<file path="config.mk">
export PLATFORM = sky130hd
export DESIGN_NAME = chan_cal_regs
export DESIGN_NICKNAME = d
export VERILOG_FILES = /design/src/rtl/chan_cal_regs.v
export VERILOG_INCLUDE_DIRS = /design/src /design/src/pkg
export SDC_FILE = /design/constraint.sdc
export NUM_CORES = 1
export LEC_CHECK = 0
export ABC_AREA = 1
export BUFFER_PORTS_ARGS = -buffer_cell sky130_fd_sc_hd__buf_2
export CORE_MARGIN = 1.5
export CORE_UTILIZATION = 50
export DETAILED_ROUTE_END_ITERATION = 16
export MAX_ROUTING_LAYER = met4
export PLACE_DENSITY = 0.76
export SYNTH_ARGS = -nofsm -noshare
export SYNTH_HDL_FRONTEND = slang
export SYNTH_SLANG_ARGS = --single-unit
</file>
<file path="constraint.sdc">
create_clock -name clk_i -period 1.8 [get_ports clk_i]
set_clock_uncertainty 0.15 [all_clocks]
set_input_delay 0.18 -clock clk_i [delete_from_list [all_inputs] [get_ports clk_i]]
set_output_delay 0.18 -clock clk_i [all_outputs]
set_load 0.01 [all_outputs]
</file>
<file path="src/pkg/chan_cal_consts.vh">
// Purpose: register map constants for the channel calibration register bank
// Assumes: word-indexed map, byte address is four times the index
// Notes:   definitions only
`ifndef CHAN_CAL_CONSTS_VH
`define CHAN_CAL_CONSTS_VH

// register indices
`define IDX_CHAN3_GAIN_LOW   8'h1C
`define IDX_CHAN4_CONFIG     8'h1D
`define IDX_CHAN4_OFS_HIGH   8'h1E
`define IDX_CHAN4_OFS_LOW    8'h1F
`define IDX_CHAN4_GAIN_HIGH  8'h20
`define IDX_CHAN4_GAIN_LOW   8'h21
`define IDX_CHAN5_CONFIG     8'h22
`define IDX_GLOBAL_CTRL      8'h30
`define IDX_APPLIED_STATUS   8'h31

// reset values
`define RST_CONFIG           16'h0000
`define RST_OFS              16'h0000
`define RST_GAIN_HIGH        16'h8000
`define RST_GAIN_LOW         16'h0000

// field masks
`define MASK_CONFIG          16'hFFC7
`define MASK_LOW_BYTE_RES    16'hFF00
`define MASK_GLOBAL_CTRL     16'h0001

// config field positions
`define PHASE_MSB            15
`define PHASE_LSB            6
`define DCOFF_BIT            2
`define MUX_MSB              1
`define MUX_LSB              0

// input select codes
`define MUX_PINS             2'h0
`define MUX_SHORTED          2'h1
`define MUX_POS_TEST         2'h2
`define MUX_NEG_TEST         2'h3

// axi response codes
`define RESP_OKAY            2'h0
`define RESP_SLVERR          2'h2

`endif

</file>
<file path="src/rtl/chan_cal_regs.v">
// Purpose: channel 4 configuration and calibration register bank on AXI4-Lite
// Assumes: one clock, synchronous active-high reset, conversion strobe from the filter
// Notes:   registers are 16 bits in the low half of each 32-bit word
//          write: awready and wready pulse one cycle after their valid is seen,
//          bvalid follows one cycle after both are held and stands until bready
//          read: arready, rvalid and data come together one cycle after arvalid
//          unmapped indices answer with an error response and change nothing
//          limitation: software must rewrite both halves of a 24-bit value before
//          the next conversion start, or the filter sees old and new halves mixed
//
// Behaviour
// - config bits 15:6 hold signed phase delay in modulator clock cycles
// - config bits 5:3 are read-only and always return zero
// - dc filter off bit 2 is ORed with global setting; 1 bypasses this channel
// - input select: 00 pins, 01 shorted, 10 positive test, 11 negative test
// - offset is 24-bit signed; high register supplies bits 23:8
// - offset low upper byte holds bits 7:0; lower byte reads zero
// - gain is 24-bit unsigned, 0.0 to just under 2.0; high holds 23:8
// - gain low upper byte holds bits 7:0; lower byte reads zero
// - previous channel gain low has the same layout, lower byte zero
// - gain high at 20h, resets to 8000h for unity gain
// - channel config at 1Dh, resets to zero
// - offset high at 1Eh, resets to zero
// - offset low at 1Fh, resets to zero
// - gain low at 21h, resets to zero
// - next channel config at 22h, resets to zero
`timescale 1ns/1ns
`include "chan_cal_consts.vh"

module chan_cal_regs
(
   input  wire        clk_i,
   input  wire        rst_i,
   // axi4-lite slave
   input  wire [9:0]  s_axi_awaddr_i,
   input  wire        s_axi_awvalid_i,
   output reg         s_axi_awready_o,
   input  wire [31:0] s_axi_wdata_i,
   input  wire [3:0]  s_axi_wstrb_i,
   input  wire        s_axi_wvalid_i,
   output reg         s_axi_wready_o,
   output reg  [1:0]  s_axi_bresp_o,
   output reg         s_axi_bvalid_o,
   input  wire        s_axi_bready_i,
   input  wire [9:0]  s_axi_araddr_i,
   input  wire        s_axi_arvalid_i,
   output reg         s_axi_arready_o,
   output reg  [31:0] s_axi_rdata_o,
   output reg  [1:0]  s_axi_rresp_o,
   output reg         s_axi_rvalid_o,
   input  wire        s_axi_rready_i,
   // conversion side
   input  wire        conv_start_i,
   output reg  [9:0]  chan_phase_delay_o,
   output reg         chan_filter_bypass_o,
   output reg  [1:0]  chan_input_select_o,
   output reg  [23:0] offset_cal_o,
   output reg  [23:0] gain_cal_o,
   output reg  [1:0]  chan5_input_select_o
);

   // register storage
   reg [15:0]  chan3_gain_low;
   reg [15:0]  chan4_config;
   reg [15:0]  chan4_offset_high;
   reg [15:0]  chan4_offset_low;
   reg [15:0]  chan4_gain_high;
   reg [15:0]  chan4_gain_low;
   reg [15:0]  chan5_config;
   reg [15:0]  global_ctrl;

   // write channel capture: address and data may arrive in either order
   reg         aw_held;
   reg         w_held;
   reg [7:0]   aw_idx;
   reg [31:0]  w_data;
   reg [3:0]   w_strb;
   wire        do_write;
   reg         wr_hit;
   reg [15:0]  wr_mask;
   wire [15:0] byte_en;
   wire        global_dc_filter_setting;

   assign do_write = aw_held && w_held && !s_axi_bvalid_o;
   assign byte_en  = {{8{w_strb[1]}}, {8{w_strb[0]}}};
   assign global_dc_filter_setting = global_ctrl[0];

   // address decode for writes; reserved bits masked out here
   always @*
   begin
      wr_hit  = 1'b1;
      wr_mask = 16'h0000;
      case (aw_idx)
         `IDX_CHAN3_GAIN_LOW:
            wr_mask = `MASK_LOW_BYTE_RES;
         `IDX_CHAN4_CONFIG:
            wr_mask = `MASK_CONFIG;
         `IDX_CHAN4_OFS_HIGH:
            wr_mask = 16'hFFFF;
         `IDX_CHAN4_OFS_LOW:
            wr_mask = `MASK_LOW_BYTE_RES;
         `IDX_CHAN4_GAIN_HIGH:
            wr_mask = 16'hFFFF;
         `IDX_CHAN4_GAIN_LOW:
            wr_mask = `MASK_LOW_BYTE_RES;
         `IDX_CHAN5_CONFIG:
            wr_mask = `MASK_CONFIG;
         `IDX_GLOBAL_CTRL:
            wr_mask = `MASK_GLOBAL_CTRL;
         `IDX_APPLIED_STATUS:
            wr_mask = 16'h0000;            // status is read-only, write is dropped
         default:
            wr_hit  = 1'b0;
      endcase
   end

   // write address capture; one address held until its write completes,
   // so a second write cannot overtake the first one's response
   always @(posedge clk_i)
   begin
      if (rst_i)
      begin
         aw_held         <= 1'b0;
         aw_idx          <= 8'h00;
         s_axi_awready_o <= 1'b0;
      end
      else
      begin
         s_axi_awready_o <= 1'b0;
         if (s_axi_awvalid_i && !aw_held && !s_axi_awready_o)
         begin
            s_axi_awready_o <= 1'b1;
            aw_held         <= 1'b1;
            aw_idx          <= s_axi_awaddr_i[9:2];
         end
         else if (do_write)
            aw_held <= 1'b0;
      end
   end

   // write data capture; independent of the address so either may lead
   always @(posedge clk_i)
   begin
      if (rst_i)
      begin
         w_held         <= 1'b0;
         w_data         <= 32'h00000000;
         w_strb         <= 4'h0;
         s_axi_wready_o <= 1'b0;
      end
      else
      begin
         s_axi_wready_o <= 1'b0;
         if (s_axi_wvalid_i && !w_held && !s_axi_wready_o)
         begin
            s_axi_wready_o <= 1'b1;
            w_held         <= 1'b1;
            w_data         <= s_axi_wdata_i;
            w_strb         <= s_axi_wstrb_i;
         end
         else if (do_write)
            w_held <= 1'b0;
      end
   end

   // write response; stands until the master takes it
   always @(posedge clk_i)
   begin
      if (rst_i)
      begin
         s_axi_bvalid_o <= 1'b0;
         s_axi_bresp_o  <= `RESP_OKAY;
      end
      else if (do_write)
      begin
         s_axi_bvalid_o <= 1'b1;
         s_axi_bresp_o  <= wr_hit ? `RESP_OKAY : `RESP_SLVERR;
      end
      else if (s_axi_bvalid_o && s_axi_bready_i)
         s_axi_bvalid_o <= 1'b0;
   end

   // register update; only writable bits under a byte strobe change
   wire [15:0] wmask = wr_mask & byte_en;
   wire [15:0] wval  = w_data[15:0];

   // merged candidates for every register; the case below picks the one addressed
   reg [15:0]  next_chan3_gain_low;
   reg [15:0]  next_chan4_config;
   reg [15:0]  next_chan4_offset_high;
   reg [15:0]  next_chan4_offset_low;
   reg [15:0]  next_chan4_gain_high;
   reg [15:0]  next_chan4_gain_low;
   reg [15:0]  next_chan5_config;
   reg [15:0]  next_global_ctrl;

   always @*
   begin
      next_chan3_gain_low    = (chan3_gain_low & ~wmask) | (wval & wmask);
      next_chan4_config      = (chan4_config & ~wmask) | (wval & wmask);
      next_chan4_offset_high = (chan4_offset_high & ~wmask) | (wval & wmask);
      next_chan4_offset_low  = (chan4_offset_low & ~wmask) | (wval & wmask);
      next_chan4_gain_high   = (chan4_gain_high & ~wmask) | (wval & wmask);
      next_chan4_gain_low    = (chan4_gain_low & ~wmask) | (wval & wmask);
      next_chan5_config      = (chan5_config & ~wmask) | (wval & wmask);
      next_global_ctrl       = (global_ctrl & ~wmask) | (wval & wmask);
   end

   always @(posedge clk_i)
   begin
      if (rst_i)
      begin
         chan3_gain_low    <= `RST_GAIN_LOW;
         chan4_config      <= `RST_CONFIG;
         chan4_offset_high <= `RST_OFS;
         chan4_offset_low  <= `RST_OFS;
         chan4_gain_high   <= `RST_GAIN_HIGH;
         chan4_gain_low    <= `RST_GAIN_LOW;
         chan5_config      <= `RST_CONFIG;
         global_ctrl       <= 16'h0000;
      end
      else if (do_write)
      begin
         case (aw_idx)
            `IDX_CHAN3_GAIN_LOW:
               chan3_gain_low    <= next_chan3_gain_low;
            `IDX_CHAN4_CONFIG:
               chan4_config      <= next_chan4_config;
            `IDX_CHAN4_OFS_HIGH:
               chan4_offset_high <= next_chan4_offset_high;
            `IDX_CHAN4_OFS_LOW:
               chan4_offset_low  <= next_chan4_offset_low;
            `IDX_CHAN4_GAIN_HIGH:
               chan4_gain_high   <= next_chan4_gain_high;
            `IDX_CHAN4_GAIN_LOW:
               chan4_gain_low    <= next_chan4_gain_low;
            `IDX_CHAN5_CONFIG:
               chan5_config      <= next_chan5_config;
            `IDX_GLOBAL_CTRL:
               global_ctrl       <= next_global_ctrl;
            default:
               global_ctrl       <= global_ctrl;  // unmapped or status: nothing changes
         endcase
      end
   end

   // read mux; reserved bits are masked or tied to zero here, except global control, whose storage never holds them
   reg [15:0] rd_val;
   reg        rd_hit;

   always @*
   begin
      rd_hit = 1'b1;
      rd_val = 16'h0000;
      case (s_axi_araddr_i[9:2])
         `IDX_CHAN3_GAIN_LOW:
            rd_val = chan3_gain_low & `MASK_LOW_BYTE_RES;
         `IDX_CHAN4_CONFIG:
            rd_val = chan4_config & `MASK_CONFIG;
         `IDX_CHAN4_OFS_HIGH:
            rd_val = chan4_offset_high;
         `IDX_CHAN4_OFS_LOW:
            rd_val = chan4_offset_low & `MASK_LOW_BYTE_RES;
         `IDX_CHAN4_GAIN_HIGH:
            rd_val = chan4_gain_high;
         `IDX_CHAN4_GAIN_LOW:
            rd_val = chan4_gain_low & `MASK_LOW_BYTE_RES;
         `IDX_CHAN5_CONFIG:
            rd_val = chan5_config & `MASK_CONFIG;
         `IDX_GLOBAL_CTRL:
            rd_val = global_ctrl;
         `IDX_APPLIED_STATUS:
            rd_val = {chan_phase_delay_o, 3'h0, chan_filter_bypass_o, chan_input_select_o};
         default:
            rd_hit = 1'b0;
      endcase
   end

   // axi read handshake; data registered with the response
   always @(posedge clk_i)
   begin
      if (rst_i)
      begin
         s_axi_arready_o <= 1'b0;
         s_axi_rvalid_o  <= 1'b0;
         s_axi_rdata_o   <= 32'h00000000;
         s_axi_rresp_o   <= `RESP_OKAY;
      end
      else
      begin
         s_axi_arready_o <= 1'b0;
         if (s_axi_arvalid_i && !s_axi_rvalid_o && !s_axi_arready_o)
         begin
            s_axi_arready_o <= 1'b1;
            s_axi_rvalid_o  <= 1'b1;
            s_axi_rdata_o   <= {16'h0000, rd_val};
            s_axi_rresp_o   <= rd_hit ? `RESP_OKAY : `RESP_SLVERR;
         end
         else if (s_axi_rvalid_o && s_axi_rready_i)
            s_axi_rvalid_o <= 1'b0;
      end
   end

   // bypass when this channel opts out or the global setting disables all
   wire        next_filter_bypass = chan4_config[`DCOFF_BIT] | global_dc_filter_setting;

   // next channel's select is not latched by conversion start: its own
   // conversion strobe lives outside this bank
   always @(posedge clk_i)
   begin
      if (rst_i)
         chan5_input_select_o <= `MUX_PINS;
      else
         chan5_input_select_o <= chan5_config[`MUX_MSB:`MUX_LSB];
   end

   // applied settings: loaded only at conversion start, so a half-written
   // 24-bit value never reaches the filter mid-conversion
   always @(posedge clk_i)
   begin
      if (rst_i)
      begin
         chan_phase_delay_o   <= 10'h000;
         chan_filter_bypass_o <= 1'b0;
         chan_input_select_o  <= `MUX_PINS;
         offset_cal_o         <= 24'h000000;
         gain_cal_o           <= {`RST_GAIN_HIGH, 8'h00};
      end
      else
      begin
         if (conv_start_i)
         begin
            chan_phase_delay_o   <= chan4_config[`PHASE_MSB:`PHASE_LSB];
            chan_filter_bypass_o <= next_filter_bypass;
            chan_input_select_o  <= chan4_config[`MUX_MSB:`MUX_LSB];
            offset_cal_o         <= {chan4_offset_high, chan4_offset_low[15:8]};
            gain_cal_o           <= {chan4_gain_high, chan4_gain_low[15:8]};
         end
      end
   end

endmodule // chan_cal_regs
</file>
==> results.md, run 1 <==
- Clock Power Share: 0.431
- Die area: roughly 0.019 mm^2
- ANT nets after route: 0
- Post-synthesis area per instance: 7.22 um^2
- Initial Utilization: 0.510
- Post-synth top area cell: dfxtp_1
- Crit end category: flip-flop
- First-pass GRT wire length: 40.2 mm
- Sequential power share: 0.474
- Area delta synth->final: 24.7%
- Post-Synth XOR/XNOR Area: 0
- Detailed-placement wirelength estimate: between 15 and 20 mm
- I/O pins: 168
- Drt total wl: 25.2 mm
- Nets@finish: 1497
- Fin crit share: 0.994
- DIE WIDTH: 138 um
- Die height: 138 um
- Yosys reg bits: roughly 210
- Compound-Gate Fraction of Synth Area: 0.140
- Clock buffer depth: 3
- Drt wl/cell: 15.0 um
- Ys Warns: 0
- Via density: roughly 5.2
- Power Dens Cells: 923 mW/mm^2
- PortBufs: approximately 130
- Final worst slack: 0.0104 ns
- Row count: 49
- Slew HR: 0.625
- Fin util: 0.636
- Initial DRC Count: around 690
- Total power: 10.5 mW
- Finished Layout Cells: approximately 1.7k
- Met2 wire len: 11.3 mm
- Final max-slew violation count: 0
- Worst-Margin Slew: 0.561 ns
- Clock root buffer: clkbuf_16
- Worst hold-check path type: in2reg
- Layout cells sized above 1: 0.208
- Initial antenna violation count: 0
- Crit path time final: 1.79 ns
- TritonRoute pass-1 iters: 6
- Simple-Gate Fraction of Synth Area: 0.282
- Global Route Usage Sum: 0.262
- Residual DRC: 0
- Crit Path Class: reg2reg
- Hold Fails Final Rpt: 0
- CP max FO: 8
- Mapped Area: 0.00913 mm^2
- RSZ-0062 raised after global routing: true
- Post-Synth Adder-Cell Area: 0
- Fillers: 1547
- Cell variety after synth: 34
- Vias in the first global route: about 8k
- Via count: 8677
- Met3 routed wirelength: roughly 1.8 mm
- Maximum VDD drop: 0.799 mV
- N_diodes: 0
- Largest family of logic cells by synthesized area: simple AND/OR/NAND/NOR gates
- Num CTS Buffers: 22
- Syn Inst Count: 1264
- Inst Count DP: approximately 1.6k
- Data required time of the critical path: roughly 2 ns
- Achievable Freq: 559 MHz
- Internal power: 7.87 mW
- Total grt overflow: 0
- Core area: around 0.018 mm^2
- CTS H-tree depth: 1
- Max Cap Viol: 0
- Clk slew on worst S/H paths: roughly 0.060 ns
- TritonCTS clock tree: yes
- Share of the synthesized area in the top cell type: 0.465
- GPL Wtd Cong: around 0.89
- Wire length on met1: approximately 12 mm
- Outcome: finished clean
- DP Worst Slack: -0.00997 ns
- Mux cell area share after synthesis: 0
- Uppermost layer routed: met4
- P_sw: approximately 2.6 mW
- Comb power frac: 0.094
- Critical path arrival: 2.03 ns
- Synth top area cells: dfxtp_1 (47%), nand2_1 (8.7%), nor2_1 (8.4%)
- Clk_lat worst skew: 0.51 ns
- Pin count of the biggest net entering global routing: 60
- Sequential share of the synthesized area: 0.465
- Pleak: around 5.2 nW
- Switching share of power: 0.251
- Setup violations, final: 0
- Crit start category: flip-flop
- CTS Sinks: around 210
==> area by class of cell <==
| cell class | count | area, um^2 | share of cell area |
|---|---|---|---|
| clock buffers | 31 | 644 | 0.0566 |
| repair inverters | 1 | 5.00 | 0.000440 |
| multi-input cells | 839 | 4080 | 0.358 |
| flip-flops and latches | 212 | 4260 | 0.374 |
| clock inverters | 9 | 88.8 | 0.00780 |
| well taps | 229 | 287 | 0.0252 |
| inverters | 148 | 564 | 0.0496 |
| repair buffers | 209 | 1460 | 0.128 |
==> Yosys cell counts, drive strengths merged <==
master  count
nand2     226
inv       146
nand3      99
o311ai      1
nor3        3
clkinv      2
o311a       1
a31oi       1
clkbuf     41
nand3b      1
o22ai       4
o21ai     120
buf        44
a21oi     124
a41oi       1
nor2      216
dfxtp     212
nand4      21
conb        1
==> stage by stage <==
stage | TNS [ns] | hold WS, ns | instance area [um^2]
2_1_floorplan | 0 | 0.188 | 9190
3_3_place_gp | 0 | 0.261 | 10000
3_5_place_dp | -0.0113 | 0.263 | 10000
4_1_cts | -0.102 | 0.0619 | 11200
5_1_grt | -2.75 | 0.116 | 11400
6_report | 0 | 0.0763 | 11400
==> cell families after synthesis <==
group,count (synthesis)
AND/OR/NAND/NOR,566
flip-flops,212
buffers and inverters,233
AO/OA/AOI/OAI,252
other,1
==> metal layers <==
metal  vias up  GRT usage
li1       4348          -
met1      3957      0.368
met2       341      0.400
met3        31     0.0360
met4         0     0.0654
met5         -          -
==> cells in the final DEF, fill, tap and decap left out, types with 9 or more instances in the layout <==
cell	instances
nor2_1	195
o21ai_1	10
inv_2	11
nand3_1	91
buf_12	10
dlygate4sd3_1	31
clkbuf_16	22
nand2_1	197
inv_1	133
buf_4	40
buf_2	127
conb_1	18
nand2_2	19
nand2_4	9
nor2_4	11
a21oi_1	124
dfxtp_1	205
nand4_1	21
o21ai_0	110
==> critical path, stage by stage, from the launching register on <==
cell and delay [ns]:
dfxtp_4 0.39, inv_2 0.05, nand2_2 0.10, nor2_1 0.07, nand2_2 0.08, nand2_2 0.06
nor2_4 0.16, nand2_8 0.11, buf_12 0.16, nand3_4 0.15, nand2_1 0.07, nand2_1 0.06
nor2_1 0.04
==> worst paths after layout <==
| kind | to | start | slack, ns | cells past startpoint |
|---|---|---|---|---|
| min | s_axi_rdata_o[8] | s_axi_arvalid_i | 0.08 | 6 |
| max | flip-flop | aw_idx[1] | 0.01 | 12 |
| min reg2reg | flip-flop | flip-flop | 0.27 | 2 |
| max reg2reg | flip-flop | aw_idx[1] | 0.01 | 12 |
==> timing repair <==
| item | in CTS | in global routing |
|---|---|---|
| resized for setup | 19 | 38 |
| buffers inserted | 6 | 5 |
| hold buffers | 31 | 0 |
| gates cloned | 1 | 3 |
| setup endpoints to repair | 25 | 81 |
| endpoints found under the hold margin | 41 | 0 |
| pin swaps | 9 | 17 |
==> power groups by stage <==
stage / registers (mW) / logic (mW) / clock network, mW
2_1_floorplan: 5.06 / 0.523 / 0
6_report: 4.99 / 0.991 / 4.53
3_3_place_gp: 5.07 / 0.813 / 0
3_5_place_dp: 5.07 / 0.829 / 0
4_1_cts: 4.97 / 0.927 / 4.58
5_1_grt: 5.00 / 1.09 / 4.80
Note: power is estimated with default switching activity, not from simulation.
==> run 2, diff against run 1 <==
CORE_UTILIZATION = 52   (was 50)
CTS_BUF_LIST = sky130_fd_sc_hd__clkbuf_4   (was unset)
GPL_ROUTABILITY_DRIVEN = 0   (was unset)
PLACE_DENSITY = 0.78   (was 0.76)
==> run 2 against run 1 <==
Against the previous run: the run now ends with setup timing left; largest power group unchanged; via count is 8.1% higher; sequential power hardly changed; global-route usage is 4.5 points higher; total power is 4.7% lower; largest cell class is now multi-input gates; non-clock buffer count is 28 higher; final cell count is 4.9% higher.
==> results.md, run 2 (synthesis gave the netlist of run 1 again) <==
- Outcome: complete, but fails checks (was finished clean)
- Failing checks: setup timing
- Core area: 0.0172 mm^2 (was 0.0179 mm^2)
- Setup violations, final: 36 (was 0)
- Data required time of the critical path: 2.24 ns (was 2.04 ns)
- First-pass GRT wire length: 43.2 mm (was 40.2 mm)
- Detailed-placement wirelength estimate: 16.4 mm (was 16.7 mm)
- RSZ-0062 raised after global routing: true (unchanged)
- CTS H-tree depth: 2 (was 1)
- Maximum VDD drop: 0.586 mV (was 0.799 mV)
- Initial DRC Count: 881 (was 687)
- Via density: 5.33 (was 5.17)
- Clk_lat worst skew: 0.66 ns (was 0.51 ns)
- Worst path cell trace: inv_2 -> nand2_4 -> nor2_4 -> nand2_2 -> buf_6 -> nor2_4 -> buf_6 -> nand3_1 -> a21oi_2 (was inv_2 -> nand2_2 -> nor2_1 -> nand2_2 -> nand2_2 -> nor2_4 -> nand2_8 -> buf_12 -> nand3_4 -> nand2_1 -> nand2_1 -> nor2_1)
- Finished Layout Cells: 1760 (was 1678)
- Final worst slack: -0.106 ns (was 0.0104 ns)
- Initial antenna violation count: 1 (was 0)
- Max Cap Viol: 0 (unchanged)
- Most common cell after layout, fill and taps aside: dfxtp_1 (unchanged)
- Clock buffer depth: 3 (unchanged)
- Fillers: 1360 (was 1547)
- Pleak: 5.40 nW (was 5.24 nW)
- CP top delay family: simple AND/OR/NAND/NOR gates (unchanged)
- Clk slew on worst S/H paths: 0.06 ns (about the same)
- Num CTS Buffers: 54 (was 22)
- DIE WIDTH: 135 um (was 138 um)
- Crit start category: flip-flop (unchanged)
- Global Route Usage Sum: 0.307 (was 0.262)
- Via count: 9378 (was 8677)
- WP depth: 9 (was 12)
- Vias in the first global route: 8638 (was 7941)
- Power Dens Cells: 850 mW/mm^2 (was 923 mW/mm^2)
- Residual DRC: 0 (unchanged)
- Fin crit share: 1.06 (was 0.994)
- Worst hold-check path type: in2reg (unchanged)
- I/O pins: 168 (unchanged)
- Die height: 135 um (was 138 um)
- Worst path max stage delay: 0.32 ns (was 0.39 ns)
- Crit path time final: 1.91 ns (was 1.79 ns)
- Die area: 0.0184 mm^2 (was 0.0191 mm^2)
- Worst hold path stage count: 7 (was 6)
- PortBufs: 127 (unchanged)
- Setup TNS: -1.12 ns (was 0 ns)
- Nets@finish: 1562 (was 1497)
- Drt wl/cell: 16.0 um (was 15.0 um)
- Crit Path Class: reg2reg (unchanged)
- Worst-Margin Slew: 0.550 ns (was 0.561 ns)
- CP max FO: 5 (was 8)
- M2 GR Usage: 0.464 (was 0.400)
- CTS Sinks: 212 (unchanged)
- Hold Fails Final Rpt: 0 (unchanged)
- Layout cells sized above 1: 0.259 (was 0.208)
- Slew HR: 0.633 (was 0.625)
- CP max-delay cell: dfxtp_2 (was dfxtp_4)
- Drt total wl: 28.2 mm (was 25.2 mm)
- Met1 usage: 0.395 (was 0.368)
- Row count: 48 (was 49)
- Achievable Freq: 525 MHz (was 559 MHz)
- Total grt overflow: 0 (unchanged)
- GRT met3 Usage: 0.0658 (was 0.0360)
- Area delta synth->final: 29.2% (was 24.7%)
- TritonCTS clock tree: yes (unchanged)
- Initial Utilization: 0.529 (was 0.510)
- Final max-slew violation count: 0 (unchanged)
- TritonRoute pass-1 iters: 6 (unchanged)
- Crit end category: flip-flop (unchanged)
- ANT nets after route: 0 (unchanged)
- Pin count of the biggest net entering global routing: 68 (was 60)
- Clock root buffer: clkbuf_4 (was clkbuf_16)
- Most Used Layer, Global Route: met2 (unchanged)
- Critical path arrival: 2.34 ns (was 2.03 ns)
- Inst Count DP: 1587 (was 1592)
- Most frequent cells in the layout: dfxtp_1 (205), nand2_1 (182), nor2_1 (179), inv_1 (132), buf_2 (127) (was dfxtp_1 (205), nand2_1 (197), nor2_1 (195), inv_1 (133), buf_2 (127))
- Worst-case reg-to-reg path depth: 9 (was 12)
- CP bufs+invs: 3 (was 2)
run 2: cell types whose count changed in the layout (fill, tap and decap cells not counted), sizes merged:
cell | before | now
buf | 178 | 183
bufinv | 1 | 0
clkbuf | 31 | 80
clkinv | 6 | 10
clkinvlp | 5 | 3
diode | 0 | 1
dlygate4sd3 | 31 | 54
inv | 146 | 148
nand2 | 226 | 228
nand3 | 102 | 105
run 2: path summary, 6_finish.rpt:
check / start / end / slack (ns)
max: aw_idx[6] / flip-flop / -0.11
min: s_axi_araddr_i[7] / s_axi_rresp_o[1] / 0.14
max reg2reg: aw_idx[6] / flip-flop / -0.11
min reg2reg: flip-flop / flip-flop / 0.28
run 2: cell type report:
| type | instances | area, um^2 | area share |
|---|---|---|---|
| diodes | 1 | 2.50 | 0.000212 |
| clock buffers | 80 | 601 | 0.0509 |
| clock inverters | 12 | 51.3 | 0.00435 |
| inverters | 148 | 564 | 0.0479 |
| multi-input cells | 844 | 4280 | 0.363 |
| flip-flops and latches | 212 | 4260 | 0.361 |
| well taps | 225 | 282 | 0.0239 |
| repair buffers | 237 | 1740 | 0.148 |
| repair inverters | 1 | 5.00 | 0.000424 |
run 2: what timing repair did:
item	CTS	global route
resized for setup	19	95
endpoints found under the hold margin	184	0
gates cloned	8	1
setup buffers	4	14
pin swaps	13	19
endpoints found under the setup margin	41	85
hold buffers	54	0
run 2: tightest hold or removal path, delay by kind of cell:
family | cells | cell delay (ns)
AO/OA/AOI/OAI | 2 | 0.22
buffers and inverters | 2 | 0.31
AND/OR/NAND/NOR | 3 | 0.19
run 2: stage by stage:
step / worst slack, ns / total power, mW / hold slack, ns / utilization / instance area, um^2
after floorplan: 0.153 / 5.59 / 0.188 / - / 9190
after global placement: 0.0122 / 5.87 / 0.261 / 0.581 / 10000
after detailed placement: -0.0278 / 5.89 / 0.265 / 0.581 / 10000
after CTS: 0.000880 / 9.93 / 0.0907 / 0.664 / 11400
after global routing: -0.139 / 10.4 / 0.155 / 0.684 / 11800
final: -0.106 / 10.0 / 0.139 / 0.684 / 11800
run 2: power breakdown:
group | switching, mW | total (mW) | internal [mW]
registers | 0.162 | 5.00 | 4.84
clock network | 1.93 | 3.95 | 2.02
logic | 0.651 | 1.07 | 0.423
run 2: per-layer routing:
layer,vias to the layer above,share of wire
li1,4534,-
met1,4239,0.41
met2,494,0.46
met3,111,0.097
met4,0,0.038
met5,-,0
